===== src/inc/pin_ctrl_pkg.sv =====
// Constants and types for the eight-pin general-purpose control word.
// Assumes an APB slave with 32-bit data and a 12-bit configuration offset.
package pin_ctrl_pkg;

	localparam int ADDR_W = 12;
	localparam int PINS = 8;

	// Word location in configuration space
	localparam logic [ADDR_W-1:0] PIN_CTRL_OFFSET = 12'h0b8;

	// Values after reset
	localparam logic [PINS-1:0] IN_RESET = 8'hff;
	localparam logic [PINS-1:0] DIR_RESET = 8'h00;
	localparam logic [PINS-1:0] OUT_RESET = 8'h00;
	localparam logic [PINS-1:0] OE_N_RESET = 8'hff;

	// Reserved bit of every slice
	localparam logic [31:0] RSVD_MASK = 32'h8888_8888;

	// One four-bit slice, lowest field at bit 4n
	typedef struct packed {
		logic rsvd;
		logic out_val;
		logic dir;
		logic in_val;
	} pin_slice_t;

	typedef pin_slice_t [PINS-1:0] pin_word_t;

	// Pin-side bundle toward the pads
	typedef struct packed {
		logic [PINS-1:0] level;
		logic [PINS-1:0] oe_n;
	} pad_drive_t;

endpackage : pin_ctrl_pkg


===== src/hdl/eight_pin_gpio_control.sv =====
// APB-reached control word for eight general-purpose pins.
// Assumes pin inputs synchronous to pclk and power-event enables from the
// downstream port logic; the pad cell resolves the pin from level and oe_n.
// A transfer whose setup edge falls in a frozen cycle is answered one cycle late.
//
// Local design decision: the APB slave port.
module eight_pin_gpio_control #(
	parameter bit UPSTREAM = 1'b1
) (
	input wire logic pclk,
	input wire logic presetn,
	input wire logic clk_en,
	input wire logic psel,
	input wire logic penable,
	input wire logic pwrite,
	input wire logic [pin_ctrl_pkg::ADDR_W-1:0] paddr,
	input wire logic [31:0] pwdata,
	input wire logic [3:0] pstrb,
	output logic [31:0] prdata,
	output logic pready,
	output logic pslverr,
	input wire logic [pin_ctrl_pkg::PINS-1:0] pin_in,
	output pin_ctrl_pkg::pad_drive_t pad,
	input wire logic pme_en_port1,
	input wire logic pme_en_port2
);

	logic [pin_ctrl_pkg::PINS-1:0] pin_sample;
	logic [pin_ctrl_pkg::PINS-1:0] dir;
	logic [pin_ctrl_pkg::PINS-1:0] out_val;
	logic [pin_ctrl_pkg::PINS-1:0] blocked;
	logic [pin_ctrl_pkg::PINS-1:0] next_oe_n;
	logic [pin_ctrl_pkg::PINS-1:0] next_level;
	logic refused;
	logic loaded;
	logic hit;
	logic setup;
	logic access;
	pin_ctrl_pkg::pin_word_t read_word;
	pin_ctrl_pkg::pin_word_t wimg;

	// Byte lane that carries pin k
	function automatic logic lane_on(input logic [3:0] strb, input int k);
		lane_on = strb[k/2];
	endfunction : lane_on

	// Address decode; downstream instances never hit, so they answer with an error
	assign hit = UPSTREAM && (paddr[pin_ctrl_pkg::ADDR_W-1:2] ==
		pin_ctrl_pkg::PIN_CTRL_OFFSET[pin_ctrl_pkg::ADDR_W-1:2]);
	assign setup = psel && !penable && clk_en;
	assign access = psel && penable && clk_en;
	assign wimg = pwdata;

	// Zero wait states once read data is held; low while the clock enable freezes us.
	// Answering before the capture would hand out stale data after a frozen setup
	assign pready = access && loaded;
	assign pslverr = pready && refused;

	// Read image, reserved bits forced low
	always_comb begin
		for (int k = 0; k < pin_ctrl_pkg::PINS; k++) begin
			read_word[k].in_val = pin_sample[k];
			read_word[k].dir = dir[k];
			read_word[k].out_val = out_val[k];
			read_word[k].rsvd = 1'b0;
		end
	end

	// Pin level capture; one flop, inputs are already synchronous
	always_ff @(posedge pclk or negedge presetn) begin
		if (!presetn) begin
			pin_sample <= pin_ctrl_pkg::IN_RESET;
		end else if (clk_en) begin
			pin_sample <= pin_in;
		end
	end

	// Direction and output value bits, written at the access edge only
	always_ff @(posedge pclk or negedge presetn) begin
		if (!presetn) begin
			dir <= pin_ctrl_pkg::DIR_RESET;
			out_val <= pin_ctrl_pkg::OUT_RESET;
		end else if (pready && pwrite && hit) begin
			for (int k = 0; k < pin_ctrl_pkg::PINS; k++) begin
				if (lane_on(pstrb, k)) begin
					dir[k] <= wimg[k].dir;
					out_val[k] <= wimg[k].out_val;
				end
			end
		end
	end

	// Transfer under way with its data held; set by its first enabled
	// edge, cleared by its completing edge
	always_ff @(posedge pclk or negedge presetn) begin
		if (!presetn) begin
			loaded <= 1'b0;
		end else if (clk_en) begin
			loaded <= psel && !pready;
		end
	end

	// Read data and error captured once per transfer, stable through access
	always_ff @(posedge pclk or negedge presetn) begin
		if (!presetn) begin
			prdata <= 32'h0000_0000;
			refused <= 1'b0;
		end else if (psel && clk_en && !loaded) begin
			prdata <= (hit && !pwrite) ? 32'(read_word) : 32'h0000_0000;
			refused <= !hit;
		end
	end

	// Pins 0 and 1 are handed to the power-event logic while it is enabled
	always_comb begin
		blocked = '0;
		blocked[0] = pme_en_port1;
		blocked[1] = pme_en_port2;
		next_oe_n = ~(dir & ~blocked);
		next_level = out_val & dir & ~blocked;
	end

	// Registered pad drive; released after reset
	always_ff @(posedge pclk or negedge presetn) begin
		if (!presetn) begin
			pad.oe_n <= pin_ctrl_pkg::OE_N_RESET;
			pad.level <= 8'h00;
		end else if (clk_en) begin
			pad.oe_n <= next_oe_n;
			pad.level <= next_level;
		end
	end
endmodule : eight_pin_gpio_control


===== config.mk =====
export PLATFORM = sky130hd
export DESIGN_NAME = eight_pin_gpio_control
export DESIGN_NICKNAME = d
export VERILOG_FILES = /design/src/inc/pin_ctrl_pkg.sv /design/src/hdl/eight_pin_gpio_control.sv
export SDC_FILE = /design/constraint.sdc
export NUM_CORES = 1
export LEC_CHECK = 0
export BUFFER_PORTS_ARGS = -buffer_cell sky130_fd_sc_hd__buf_2
export CAP_MARGIN = 5
export CORE_MARGIN = 5
export CORE_UTILIZATION = 48
export CTS_CLUSTER_DIAMETER = 100
export CTS_CLUSTER_SIZE = 30
export DETAILED_ROUTE_END_ITERATION = 12
export GPL_TIMING_DRIVEN = 0
export PLACE_DENSITY = 0.8
export RECOVER_POWER = 50
export SLEW_MARGIN = 25
export SYNTH_ARGS = -nofsm -noshare
export SYNTH_HDL_FRONTEND = slang
export SYNTH_SLANG_ARGS = --single-unit

===== constraint.sdc =====
create_clock -name pclk -period 2 [get_ports pclk]
set_input_delay 0.2 -clock pclk [delete_from_list [all_inputs] [get_ports pclk]]
set_output_delay 0.2 -clock pclk [all_outputs]
set_load 0.005 [all_outputs]

==> After elaboration in Yosys (flattened, before gate mapping) <==
Index checks and enable logic that the tools add are counted.
{ "classes": {"n_reduce_logical": 18, "n_bitwise": 5, "n_eq_ne": 1, "mux": 1} }
{ "op_table": {"columns": ["operator", "n"], "rows": [
  ["2-to-1 mux 31 bit", 1],
  ["bitwise AND 8 bit", 3],
  ["== test 10 x 6 -> 1 bit (second input constant)", 1],
  ["logical AND 1 bit", 10],
  ["inverter 2 -> 8 bit", 1],
  ["inverter 8 bit", 1],
  ["AND reduction 2 bit", 4],
  ["logical NOT 1 bit", 4]
]} }
{ "totals": {"in_bits": 64, "output_inout_bits": 50, "register_bits": 74, "wordCells": 39} }

==> Longest topological paths before layout <==
{ "depth": {"ltp_word": 6, "mapped_depth": 5, "ltp_nobuf": 3} }

==> Worst setup path after synthesis <==
Ideal clock, no wire load.
{ "synth_path": {"path_kind": "reg-to-reg", "startpoint": "register loaded", "endpoint": "register dir[0] (netlist name)", "required_time_ns": 1.872, "setup_time_ns": 0.128, "stages_incl_launch_ff": 4, "period_less_slack_ns": 1.699, "arrival_time_ns": 1.571, "path_buffers": 0, "path_slack_ns": 0.301, "path_cell_list": "dfrtp_1 > nand4_1 > nor4_4 > mux2_1"} }
{ "synth_via": {"elab_chain_len": 4} }
{ "synth_lines": {"columns": ["item", "line", "rtl"], "rows": [
  ["from (decl)", "eight_pin_gpio_control.sv:35", "logic loaded;"],
  ["from (signal assigned)", "eight_pin_gpio_control.sv:99", "loaded <= psel && !pready;"],
  ["logical AND 1 bit", "eight_pin_gpio_control.sv:56", "assign pready = access && loaded;"],
  ["logical AND 1 bit (2 in series)", "eight_pin_gpio_control.sv:83", "end else if (pready && pwrite && hit) begin"],
  ["AND reduction 2 bit (no line)", null, null],
  ["to (signal assigned)", "eight_pin_gpio_control.sv:81", "dir <= pin_ctrl_pkg::DIR_RESET;"],
  ["to (signal, indexed assignment)", "eight_pin_gpio_control.sv:86", "dir[k] <= wimg[k].dir;"],
  ["to (decl)", "eight_pin_gpio_control.sv:29", "logic [pin_ctrl_pkg::PINS-1:0] dir;"]
]} }
No other way between the ends.
A chain may end at the register's enable or synchronous reset.

==> Worst setup path in the final report <==
{ "layout_path": {"startpoint": "register loaded", "endpoint": "register prdata[18]"} }
{ "layout_via": {"elab_chain_len": 2} }
{ "layout_lines": {"columns": ["item", "line", "rtl"], "rows": [
  ["logical NOT 1 bit", "eight_pin_gpio_control.sv:108", "end else if (psel && clk_en && !loaded) begin"],
  ["logical AND 1 bit", "eight_pin_gpio_control.sv:108", null],
  ["to (signal assigned)", "eight_pin_gpio_control.sv:109", "prdata <= (hit && !pwrite) ? 32'(read_word) : 32'h0000_0000;"],
  ["to (decl)", "eight_pin_gpio_control.sv:19", "output logic [31:0] prdata,"]
]} }
No other way between the ends.

==> summary.md <==
| Metric | Value |
|---|---|
| Final wirelength | `6200 um` |
| Area post-placement | `3310 um2` |
| Routed via count | `1,959` |
| Mapped Cells | `198` |
| Critical Path AT | `2.01 ns` |
| Worst R2R Path Depth | `4` |
| Largest net degree at the start of global routing | `67` |
| Clock slew at reported path FFs | `0.07 ns` |
| First-pass GRT wire length | `a little over 10,000 um` |
| Initial antenna violation count | `0` |
| Critical hold path startpoint | `pwdata[1]` |
| Remaining DRCs | `0` |
| EDFF count, synth | `0` |
| Max Slew Vio Count | `0` |
| Area growth syn-to-layout | `27.7%` |
| Min-delay worst type | `in2reg` |
| Synthesis-stage register bit count | `66` |
| Worst VDD drop | `435 uV` |
| Seq/Total Area, Yosys | `just over 60%` |
| Initial drt markers | `between 40 and 50` |
| Input/output buffers | `between 80 and 90` |
| Core Util, Final | `63.5%` |
| RSZ-0062 raised after global routing | `false` |
| IO Count | `114` |
| Yosys Warn Count | `0` |
| Post-CTS sizing | `0` |
| Dpl hpwl | `~4600 um` |
| Post-Layout Cell Count | `382` |
| Antenna diode count | `0` |
| Root Driver | `clkbuf_8` |
| Crit Path Class | `reg2reg` |
| Inst Count DP | `about 360` |
| Placer Congestion | `0.789` |
| Initial core utilization | `49.7%` |
| Fin area | `3520 um2` |
| Hold worst-path end | `dir[0]` |
| DIE AREA | `between 7000 and 8000 um2` |
| CTS tree | `yes` |
| Synth async-reset ratio | `100%` |
| Period utilization | `87.5%` |
| Max_slew headroom | `47.2%` |
| Most frequent cell after synthesis | `dfrtp_1` |
| Post-synth top area share | `around 45%` |
| Syn Std Cell Area | `around 2800 um2` |
| Avg WL per Cell | `approximately 16 um` |
| CP Max Fanout | `10` |
| H-tree levels | `3` |
| Setup Skew | `0.00736 ns` |
| Post-synth top cells | `dfrtp_1 (50), a22o_1 (24), inv_1 (17), dfstp_2 (16), mux2_1 (16)` |
| Synth area leader | `dfrtp_1` |
| PD cells | `~780 nW/um2` |
| Syn_area_per_cell | `13.9 um2` |
| CTS Buf Count | `9` |
| FF-to-FF Start | `loaded` |
| Worst-Margin Slew | `0.792 ns` |
| Rows | `27` |
| Vias per cell | `~5` |
| Setup TNS | `0 ns` |
| Post-route minimum period | `1.75 ns` |
| Synth area leaders | `dfrtp_1 (45%), dfstp_2 (15%), a22o_1 (7.6%)` |
| Vias in the first global route | `2,022` |
| Final net count | `approximately 370` |
| Clk_lat worst skew | `between 0.3 and 0.4 ns` |
| Post-synth top flop | `dfrtp_1` |
| Routed Antenna Nets | `0` |
| Maxcap violations | `0` |
| Share of layout cells above drive strength 1 | `39.4%` |
| Lkg Pwr | `1.83 nW` |
| Final Hold Vio Count | `0` |
| Status | `finished, final reports clean` |
| Startpoint types | `register` |
| Setup-failing EPs final | `0` |
| Area of the core | `5540 um2` |
| Die Ht | `around 86 um` |
| R2r setup slk | `0.25 ns` |
| Remaining global-route overflow | `0` |
| Crit Reg-Reg Endpoint | `prdata[18]` |
| Critical path required time | `2.26 ns` |
| CTS Sinks | `66` |
| Synth cell types | `25` |
| FMAX | `571 MHz` |
| Gr usage total | `18.0%` |
| Critical Path End Type | `register` |
| Hold Crit Depth | `2` |
| Hold slack | `slightly below 0.08 ns` |
| First-pass iteration count of the detailed router | `4` |
| Max clock buf depth | `2` |
| DIE WIDTH | `85.8 um` |
[stage by stage]
step	setup WS, ns	total power [mW]
floorplan	0.301	1.47
global placement	0.0647	1.56
detailed placement	0.0193	1.57
CTS	0.0356	2.79
global route	0.172	2.87
finish	0.250	2.76
[report_power, final]
group | total [mW] | switching, mW | internal [mW] | leakage [nW]
clock | 1.22 | 0.479 | 0.737 | 0.103
combinational | 0.169 | 0.0943 | 0.0743 | 0.872
sequential | 1.38 | 0.0106 | 1.37 | 0.860
total | 2.76 | 0.584 | 2.18 | 1.83
[flip-flops by register name, summed over array words and instances, names as in the netlist]
name / cells
prdata: 24
dir: 8
loaded: 1
pad: 16
pin_sample: 8
refused: 1
out_val: 8
[routing by layer]
metal	vias up	part of all wire, %	track usage [%]
li1	906	-	-
met1	978	43	24.4
met2	66	50	28.5
met4	0	1.4	8.20
met5	-	0	0
met3	9	5.9	2.88
[cells by family after synthesis]
family,share of synthesized area [%]
compound gates,9.81
buf+inv,6.54
flops,60.7
mux,12.0
other cells,0.136
simple gates,10.9
[layout make-up]
| type | count | area (um2) |
|---|---|---|
| buffer | 17 | 116 |
| fill | 473 | 2020 |
| sequential | 66 | 1670 |
| inverter | 17 | 63.8 |
| tap | 72 | 90.1 |
| timing repair buffer | 89 | 427 |
| clock inverter | 4 | 75.1 |
| clock buffer | 12 | 145 |
| multi-input combinational | 105 | 930 |
[worst max-delay path by stage]
| stage | slack (ns) | startpoint | depth (start not counted) | end |
|---|---|---|---|---|
| CTS | 0.04 | loaded | 3 | out_val[2] |
| floorplan | 0.30 | loaded | 3 | dir[0] |
| global placement | 0.06 | clk_en | 5 | prdata[10] |
| global route | 0.17 | loaded | 4 | prdata[18] |
| finish | 0.25 | loaded | 4 | prdata[18] |
| detailed placement | 0.02 | clk_en | 5 | prdata[18] |
[worst max-delay path, cell delays in order, from the launching register on]
cell,delay [ns]
dfrtp_1,0.41
or4bb_1,0.53
nor4_4,0.37
buf_6,0.22
a22o_1,0.14
[placed cells by master (no fill, tap or decap), drive strengths merged]
cell         netlist  final
o21ai              9      9
nor4               6      6
nand4b             1      1
nand2              1      1
bufinv             0      2
inv               17     17
nand3b             1      1
clkbuf             6     41
dfrtp             50     50
clkinvlp           0      2
mux2i              6      6
or4b               1      1
a22o              24     24
conb               1      8
or2                1      1
nand3              9      9
nand4              1      1
nor2b              2      2
mux2              24     24
nor2               3      3
dfstp             16     16
buf               11     76
or4bb              5      5
dlygate4sd3        0      1
a21oi              3      3
[repair_timing]
action,4_1_cts,5_1_grt
setup endpoints to repair,0,8
setup buffers,0,1
hold endpoints to repair,50,0
hold buffers,1,0
No activity file was read; power rests on OpenSTA's default activity.
